===== src/shared/rbs_pkg.sv =====
// constants and register layout of the reset and brown-out sequencer
// Notes on behaviour
// - many sources each force the core reset
// - core held while supply under minimum
// - power-up timer gives nominal 64 ms
// - core held while power-up timer counts
// - timer enabled by low enable, else bypassed
// - timer starts after supply and brown-out release
// - mode 11: always on, start waits ready
// - mode 11: protection kept during sleep
// - mode 11: wake-up never delayed
// - mode 10: off in sleep, start/wake wait
// - mode 10: no protection while sleeping
// - mode 01: software enable, start never waits
// - mode 01: protects once ready, ready bit shows
// - mode 01: sleep leaves protection unchanged
// - trip only after dip outlasts filter time
// - bit 7 enables detection only in 01
// - bit 6 forces band gap in 10/01
// - bit 0 reads ready, bits 5-1 zero
// - forced-on modes ready before core release
// - power-up timer counts slow oscillator ticks
// - run after timer and pin release
// - pin held past timer: run 10 cycles later
package rbs_pkg;
  // register port
  localparam int          ADDR_W       = 4;
  localparam logic [3:0]  REG_BO_CTRL  = 4'h0;
  localparam int          SW_EN_BIT    = 7;
  localparam int          FAST_BIT     = 6;
  localparam int          READY_BIT    = 0;
  localparam logic        SW_EN_RST    = 1'h1;
  localparam logic        FAST_RST     = 1'h0;
  // brown-out mode select codes
  localparam logic [1:0]  MODE_ON      = 2'h3;
  localparam logic [1:0]  MODE_SLEEPOFF = 2'h2;
  localparam logic [1:0]  MODE_SW      = 2'h1;
  localparam logic [1:0]  MODE_OFF     = 2'h0;
  // timing
  localparam int          POWER_UP_DELAY_TIMER_TIME_MS = 64;
  localparam int          LF_OSC_HZ    = 31000;
  localparam int          POWER_UP_DELAY_TIMER_TICKS_DEF = (POWER_UP_DELAY_TIMER_TIME_MS * LF_OSC_HZ + 999) / 1000;
  localparam int          PIN_DELAY_CYCLES = 10;
  localparam int          FILTER_CYCLES_DEF = 20;
endpackage : rbs_pkg


===== src/logic/rbs_sequencer.sv =====
// reset and brown-out sequencer with its control register
//
// The implementer's own choices: strobed register access and the register offsets.
`timescale 1ns/1ps
module rbs_sequencer
  import rbs_pkg::*;
#(
  parameter int POWER_UP_DELAY_TIMER_TICKS    = POWER_UP_DELAY_TIMER_TICKS_DEF,
  parameter int FILTER_CYCLES = FILTER_CYCLES_DEF
) (
  // clock, reset, enable
  input  wire logic              ref_clk,
  input  wire logic              reset_n,
  input  wire logic              clk_en,
  // analogue supply detectors
  input  wire logic              por_supply_ok,
  input  wire logic              brownout_below,
  input  wire logic              brownout_ready_in,
  input  wire logic              low_power_brownout,
  // configuration
  input  wire logic [1:0]        brownout_mode_select,
  input  wire logic              power_up_timer_enable_n,
  input  wire logic              ext_reset_enable,
  // pin and slow oscillator
  input  wire logic              external_reset_pin_n,
  input  wire logic              low_freq_internal_osc_tick,
  // other reset sources
  input  wire logic              watchdog_reset,
  input  wire logic              reset_instruction,
  input  wire logic              stack_overflow,
  input  wire logic              stack_underflow,
  input  wire logic              prog_mode_exit,
  // core side
  input  wire logic              core_sleep,
  output logic                   core_reset,
  output logic                   wake_allowed,
  // analogue controls and events
  output logic                   brownout_detector_on,
  output logic                   bandgap_force_on,
  output logic                   brownout_reset_pulse,
  // register port
  input  wire logic [ADDR_W-1:0] reg_addr,
  input  wire logic [7:0]        reg_wdata,
  input  wire logic              reg_wr,
  input  wire logic              reg_rd,
  output logic [7:0]             reg_rdata
);

  localparam int TMR_W = $clog2(POWER_UP_DELAY_TIMER_TICKS + 1);
  localparam int FLT_W = $clog2(FILTER_CYCLES + 1);
  localparam int DLY_W = $clog2(PIN_DELAY_CYCLES + 1);
  localparam logic [TMR_W-1:0] TMR_LAST = TMR_W'(POWER_UP_DELAY_TIMER_TICKS - 1);
  localparam logic [FLT_W-1:0] FLT_MAX  = FLT_W'(FILTER_CYCLES);
  localparam logic [DLY_W-1:0] DLY_LAST = DLY_W'(PIN_DELAY_CYCLES - 1);

  typedef enum logic [2:0] {
    SQ_HOLD,
    SQ_TIMER,
    SQ_PIN,
    SQ_DELAY,
    SQ_BORWAIT,
    SQ_RUN
  } rbs_state_e;

  typedef struct packed {
    rbs_state_e       st;
    logic [TMR_W-1:0] tmr;
    logic [FLT_W-1:0] flt;
    logic [DLY_W-1:0] dly;
    logic             sw_en;
    logic             fast;
    logic [7:0]       rdata;
    logic             trip;
    logic             det;
    logic             bg;
    logic             rst;
  } rbs_regs_s;

  rbs_regs_s q_reg;
  rbs_regs_s q_next;

  // detection on per mode; sleep only matters in mode 10
  function automatic logic rbs_active(input logic [1:0] mode,
                                      input logic sw, input logic slp);
    unique case (mode)
      MODE_ON:       rbs_active = 1'b1;
      MODE_SLEEPOFF: rbs_active = !slp;
      MODE_SW:       rbs_active = sw;
      MODE_OFF:      rbs_active = 1'b0;
    endcase
  endfunction : rbs_active

  // start-up waits for the detector only where the mode forces it on
  function automatic logic rbs_waits(input logic [1:0] mode);
    rbs_waits = (mode == MODE_ON) || (mode == MODE_SLEEPOFF);
  endfunction : rbs_waits

  logic bo_active;
  logic bo_ready;
  logic bo_protect;
  logic trip_now;
  logic cold_src;
  logic warm_src;
  logic addr_hit;
  logic pin_low;
  logic start_ok;
  rbs_state_e after_timer;

  // mode decode shared by status, protection and start gating
  assign bo_active  = rbs_active(brownout_mode_select, q_reg.sw_en, core_sleep);
  assign bo_ready   = bo_active && brownout_ready_in;
  assign bo_protect = bo_ready;
  assign addr_hit   = (reg_addr == REG_BO_CTRL);
  assign pin_low    = ext_reset_enable && !external_reset_pin_n;
  // a dip counts only once it outlasts the filter
  assign trip_now   = bo_protect && brownout_below && (q_reg.flt == FLT_MAX);
  // cold sources restart the whole sequence, timer included
  assign cold_src   = !por_supply_ok || trip_now || low_power_brownout
                      || prog_mode_exit;
  // warm sources reset the core but skip the power-up timer
  assign warm_src   = pin_low || watchdog_reset || reset_instruction
                      || stack_overflow || stack_underflow;
  assign start_ok   = !rbs_waits(brownout_mode_select)
                      || (brownout_ready_in && !brownout_below);
  assign after_timer = pin_low ? SQ_PIN : SQ_BORWAIT;

  // next-state logic for the whole block
  always_comb begin
    q_next      = q_reg;
    q_next.trip = 1'b0;
    q_next.rdata = 8'h00;
    // software writes; both bits store in every mode
    if (reg_wr && addr_hit) begin
      q_next.sw_en = reg_wdata[SW_EN_BIT];
      q_next.fast  = reg_wdata[FAST_BIT];
    end
    // read data stand only in the cycle after the strobe
    if (reg_rd && addr_hit) begin
      q_next.rdata[SW_EN_BIT] = q_reg.sw_en;
      q_next.rdata[FAST_BIT]  = q_reg.fast;
      q_next.rdata[READY_BIT] = bo_ready;
    end
    // noise filter: count cycles below threshold, clear on recovery
    if (bo_protect && brownout_below) begin
      if (q_reg.flt != FLT_MAX) begin
        q_next.flt = q_reg.flt + FLT_W'(1);
      end
    end else begin
      q_next.flt = '0;
    end
    // sequencer
    unique case (q_reg.st)
      SQ_HOLD: begin
        q_next.tmr = '0;
        if (por_supply_ok && !(bo_protect && brownout_below)) begin
          q_next.st = power_up_timer_enable_n ? after_timer : SQ_TIMER;
        end
      end
      SQ_TIMER: begin
        // runs regardless of the pin, one step per slow tick
        if (low_freq_internal_osc_tick) begin
          if (q_reg.tmr == TMR_LAST) begin
            q_next.st = after_timer;
          end else begin
            q_next.tmr = q_reg.tmr + TMR_W'(1);
          end
        end
      end
      SQ_PIN: begin
        if (!pin_low) begin
          q_next.dly = '0;
          q_next.st  = SQ_DELAY;
        end
      end
      SQ_DELAY: begin
        if (q_reg.dly == DLY_LAST) begin
          q_next.st = SQ_BORWAIT;
        end else begin
          q_next.dly = q_reg.dly + DLY_W'(1);
        end
      end
      SQ_BORWAIT: begin
        if (start_ok) begin
          q_next.st = SQ_RUN;
        end
      end
      SQ_RUN: begin
        q_next.st = q_reg.st;
      end
    endcase
    // warm resets do not disturb a running power-up timer
    if (warm_src && q_reg.st != SQ_HOLD && q_reg.st != SQ_TIMER) begin
      q_next.st = SQ_PIN;
    end
    // cold resets win over everything
    if (cold_src) begin
      q_next.st = SQ_HOLD;
    end
    q_next.trip = trip_now;
    q_next.det  = bo_active;
    q_next.bg   = q_reg.fast && (brownout_mode_select == MODE_SLEEPOFF
                  || brownout_mode_select == MODE_SW);
    q_next.rst  = (q_next.st != SQ_RUN);
  end

  // state register; clock enable freezes everything
  always_ff @(posedge ref_clk or negedge reset_n) begin
    if (!reset_n) begin
      q_reg       <= '0;
      q_reg.st    <= SQ_HOLD;
      q_reg.sw_en <= SW_EN_RST;
      q_reg.fast  <= FAST_RST;
      q_reg.rst   <= 1'b1;
    end else if (clk_en) begin
      q_reg <= q_next;
    end
  end

  // outputs
  assign core_reset           = q_reg.rst;
  assign brownout_detector_on = q_reg.det;
  assign bandgap_force_on     = q_reg.bg;
  assign brownout_reset_pulse = q_reg.trip;
  assign reg_rdata            = q_reg.rdata;
  // only the sleep-off mode makes wake-up wait for the detector
  assign wake_allowed = (brownout_mode_select != MODE_SLEEPOFF)
                        || brownout_ready_in;

  // pin release delay
  // helper: cycles spent in the pin delay, kept apart from the sequencer's
  // own counter; a long hold is checked on a count, not on a repetition
  logic [DLY_W-1:0] chk_dly_cnt;
  always_ff @(posedge ref_clk or negedge reset_n) begin
    if (!reset_n) begin
      chk_dly_cnt <= '0;
    end else if (clk_en) begin
      chk_dly_cnt <= (q_reg.st == SQ_DELAY) ? chk_dly_cnt + DLY_W'(1) : '0;
    end
  end
endmodule : rbs_sequencer


===== config.mk =====
export PLATFORM = sky130hd
export DESIGN_NAME = rbs_sequencer
export DESIGN_NICKNAME = d
export VERILOG_FILES = /design/src/shared/rbs_pkg.sv /design/src/logic/rbs_sequencer.sv
export SDC_FILE = /design/constraint.sdc
export NUM_CORES = 1
export LEC_CHECK = 0
export BUFFER_PORTS_ARGS = -buffer_cell sky130_fd_sc_hd__buf_2
export CAP_MARGIN = 15
export CORE_UTILIZATION = 58
export DETAILED_ROUTE_END_ITERATION = 10
export GPL_TIMING_DRIVEN = 0
export PLACE_DENSITY_LB_ADDON = 0.08
export SYNTH_ARGS = -nofsm -noshare
export SYNTH_HDL_FRONTEND = slang
export SYNTH_SLANG_ARGS = --single-unit

===== constraint.sdc =====
create_clock -name ref_clk -period 3.6 [get_ports ref_clk]
set_clock_uncertainty 0.2 [all_clocks]
set_input_delay 0.72 -clock ref_clk [delete_from_list [all_inputs] [get_ports ref_clk]]
set_output_delay 0.72 -clock ref_clk [all_outputs]
set_load 0.05 [all_outputs]

=== Word level (Yosys, flattened, before mapping) ===
Index checks and enable logic that the tools add are counted.

* Output and inout port bits: 13
* Bits in registers: 32
* Word-level logic and storage cells: 93
* Bits of input ports: 33

* Reduce and logical (&&, ||, !) cells: 38
* Equality and inequality tests: 20
* Add/subtract/negate cells: 3
* Mux-type cells: 21

{| class="wikitable"
|+ Operators by type and width
! kind !! number
|-
| $mux 3 || 9
|-
| $pmux 11 s2 || 1
|-
| $pmux 3 s6 || 1
|-
| $mux 14 || 1
|-
| $add 11x1->11 const B || 1
|-
| $eq 11x11->1 const B || 1
|-
| $logic_and 1x1->1 || 11
|-
| $logic_or 1x1->1 || 11
|-
| $mux 11 || 1
|-
| $mux 5 || 2
|-
| $ne 2x2->1 const B || 5
|-
| $mux 4 || 2
|-
| $pmux 4 s2 || 1
|-
| $reduce_and 4->1 || 2
|-
| $eq 3x2->1 const B || 2
|-
| $eq 3x3->1 const B || 2
|-
| $logic_not 1->1 || 6
|-
| $add 5x1->5 const B || 1
|-
| $eq 5x5->1 const B || 1
|-
| $ne 5x5->1 const B || 1
|-
| $add 4x1->4 const B || 1
|-
| $eq 2x2->1 const B || 2
|-
| $eq 4x4->1 const B || 1
|-
| $logic_not 4->1 || 1
|-
| 13 further kinds || 15
|}

=== Longest topological paths before layout ===
* Depth in word-level cells: 11
* Mapped depth: 7
* Gate-level depth less buffers: 7

=== Worst setup path after synthesis ===
Ideal clock, no wire load.

* Kind: input to output
* Start: input port brownout_mode_select[0]
* End: output port wake_allowed
* Buffers on the path: 0
* Required time: 2.680 ns
* Setup slack: 1.345 ns
* Arrival: 1.335 ns
* Stages: 3
* Path through: inv_1 -> ha_1 -> nand2b_1

* Longest elaborated chain between the ends: 2

{| class="wikitable"
|+ RTL lines
! item !! line !! RTL
|-
| start: declaration || rbs_sequencer.sv:21 || <nowiki>input wire logic [1:0] brownout_mode_select,</nowiki>
|-
| $ne 2x2->1 || rbs_sequencer.sv:226 || <nowiki>assign wake_allowed = (brownout_mode_select != MODE_SLEEPOFF)</nowiki>
|-
| $logic_or 1x1->1 || rbs_sequencer.sv:227 || <nowiki>|| brownout_ready_in;</nowiki>
|-
| end: declaration || rbs_sequencer.sv:36 || <nowiki>output logic wake_allowed,</nowiki>
|}

Every way passes these cells.

=== Worst setup path after layout ===
Ends and elaborated chain as after synthesis.

==> flow_summary.json <==
{
  "hp-class": "input pin to async pin",
  "report.final.slew_viol_count": 0,
  "final_cells": 327,
  "htreeDepth": 2,
  "pin_count": 46,
  "status": "completed",
  "cpMostUsedCell": "buf_2",
  "fin_util_pct": 69.7,
  "grt_usage_pct": 26.4,
  "ff2ff_path_depth": 6,
  "port_buffers": 34,
  "wl_per_cell_um": 13.6,
  "cp-start-kind": "input pin",
  "numCtsBuffers": 5,
  "core_um2": 3360,
  "cp-end-kind": "output port",
  "peakVddDrop_mv": 0.272,
  "cts_sinks": 32,
  "yosys_warnings": 0,
  "dpl.hpwl_um": 3320,
  "setup_tns_ns": 0,
  "drt_iter0_drc": 111,
  "intPower_mw": 0.527,
  "grt_pass1_wl_um": 7250,
  "vias": 1851,
  "routed_wl_um": 4440,
  "placed_cells": 319,
  "rsz0062_at_grt": "no",
  "gp_congestion": 0.881,
  "cts_tree": "done",
  "cts.repair.resized": 0,
  "grt_pass1_vias": 1648,
  "synth_cells": 235,
  "worst-path-buf-inv": 3,
  "clock_latency_ns": 0.34,
  "syn_to_final_growth_pct": 14.8,
  "synth-async-reset-ratio_pct": 100,
  "grt_max_degree": 33,
  "cts_buffer_depth": 2,
  "ys.flop_type": "dfrtp_1",
  "cpMaxStageDelayCell": "buf_2",
  "max_slew.worst_pin.slew_ns": 0.699,
  "ys_ff_latch": 32,
  "avgViaCountPerCell": 5.66,
  "finalHoldViolCount": 0,
  "r2r-start": "q_reg[23]",
  "largest_register_ffs": 25,
  "p_clk_share_pct": 28.7,
  "cts-root-buf": "clkbuf_4",
  "p_seq_share_pct": 52.0,
  "initial_core_util_pct": 60.8,
  "fp-row-count": 21,
  "antenna_found_initial": 0,
  "maxSlewHeadroom_pct": 53.4,
  "ys_types": 44,
  "synth_edf_count": 0,
  "drcViolationCount": 0,
  "critPathKind": "input pin to output port",
  "rrSetupSlack_ns": 1.22,
  "drive_gt1_share_pct": 19.9,
  "cp_data_required_time_ns": 2.68,
  "powerDensity_nw_per_um2": 322,
  "switching_share_pct": 30.2,
  "cts.clk_slew.worst_paths_ns": 0.10,
  "dpl_cell_area_um2": 2290,
  "fin_crit_ns": 2.38,
  "reg2reg_to": "core_reset",
  "die_x_um": 61.4,
  "synthTopCellsByArea": "dfrtp_1 37%, o21ai_0 5.9%, ha_1 5.5%",
  "ys_seq_area_share_pct": 39.3,
  "cp.arrival_ns": 1.46,
  "p_switching_mw": 0.228,
  "dieArea_um2": 3760,
  "synth_most_common_cell": "dfrtp_1",
  "overflow": 0,
  "syn_area_per_cell_um2": 8.69,
  "cts_setup_buffers": 0,
  "max_stage_delay_ns": 0.25,
  "whs_ns": 0.204,
  "combPwrFrac_pct": 19.3,
  "first_pass_iters": 4,
  "p_total_mw": 0.755,
  "yosysTopAreaCell": "dfrtp_1",
  "n_antenna_cell": 0,
  "stdcell_area_um2": 2340,
  "setup_viol": 0,
  "fin_ws_ns": 1.22,
  "fp.dieH_um": 61.4,
  "p_leak_nw": 1.06,
  "path_cells": "buf_2, inv_1, ha_1, nand2b_1, buf_2",
  "dp_slack_ns": 1.14,
  "yosys-top-cells-count": "30 x dfrtp_1, 24 x o21ai_0, 23 x nand2_1, 16 x nor2_1, 15 x inv_1",
  "crit_path_max_fanout": 4,
  "max_freq_mhz": 420,
  "syn_area_um2": 2040,
  "drv_cap": 0,
  "period_share_pct": 66.1,
  "cts-hold-fix-buffers": 0,
  "finalNetCount": 322,
  "ant_nets": 0,
  "synth_top_area_share_pct": 36.7,
  "path_delay_family": "buffers and inverters"
}
worst reg2reg max path, delay by kind of cell, from the launching register on:
kind                       cells  cell delay, ns
DFF                            1            0.42
and+or+nand+nor                4            1.24
adders and majority gates      1            0.26
AOI/OAI and AO/OA              1            0.18
worst max path at each step:
stage / slack [ns] / start / end / depth (start not counted)
after floorplan: 1.34 / brownout_mode_select[0] / wake_allowed / 3
after global placement: 1.13 / brownout_mode_select[0] / core_reset / 8
after detailed placement: 1.14 / brownout_mode_select[0] / core_reset / 8
after CTS: 1.21 / brownout_mode_select[0] / wake_allowed / 5
after global routing: 1.01 / q_reg[23] / q_reg[31] / 7
final: 1.22 / brownout_mode_select[0] / wake_allowed / 5
cells in the final DEF, fill, tap and decap left out, types with 2 or more instances in the layout:
cell type and count:
o21a_1 2, o41ai_1 2, nor3b_1 2, inv_1 15
a21oi_1 7, and3_1 3, o22ai_1 2, dfstp_2 2
dfrtp_1 30, o31ai_1 8, nand2b_1 7, buf_2 34
nand4_1 7, o21ai_0 24, nor3_1 3, nor2_1 16
clkbuf_1 10, o2111ai_1 3, and2_1 4, o211ai_1 3
nor2b_1 2, a21o_1 3, mux2i_1 2, nand3_1 9
ha_1 9, mux2_2 2, o2bb2ai_1 5, or4_1 4
nand2_1 23, nor4_1 3, clkbuf_4 5, or3_1 2
buf_4 8, a31oi_1 3, conb_1 5
layer usage:
metal / vias up / GRT usage (%) / part of all wire [%] / wire, µm
met4: 0 / 10.8 / 2.1 / 95
met5: - / 0 / 0 / 0
met3: 13 / 7.56 / 4.3 / 190
met1: 860 / 35.4 / 47 / 2100
li1: 936 / - / - / -
met2: 42 / 40.4 / 46 / 2050
area by class of cell:
type	instances	area [µm²]
Buffer	16	90.1
Multi-Input combinational cell	176	1110
Tap cell	46	57.6
Clock buffer	8	58.8
Fill cell	298	1020
Sequential cell	32	803
Timing Repair Buffer	34	170
Inverter	15	56.3
logic make-up after synthesis:
family / after synthesis / synth area share [%]
simple gates: 91 / 24.0
fa+ha+maj: 9 / 5.51
compound gates: 67 / 21.7
flops: 32 / 39.3
mux: 4 / 2.08
buf+inv: 31 / 7.16
other cells: 1 / 0.184
power groups by stage:
stage               registers, mW  logic [mW]  clock network [mW]
global placement            0.399       0.144                   0
CTS                         0.393       0.146               0.223
finish                      0.393       0.146               0.216
detailed placement          0.400       0.146                   0
global route                0.396       0.164               0.239
floorplan                   0.409      0.0878                   0
Note: power is estimated with default switching activity, not from simulation.
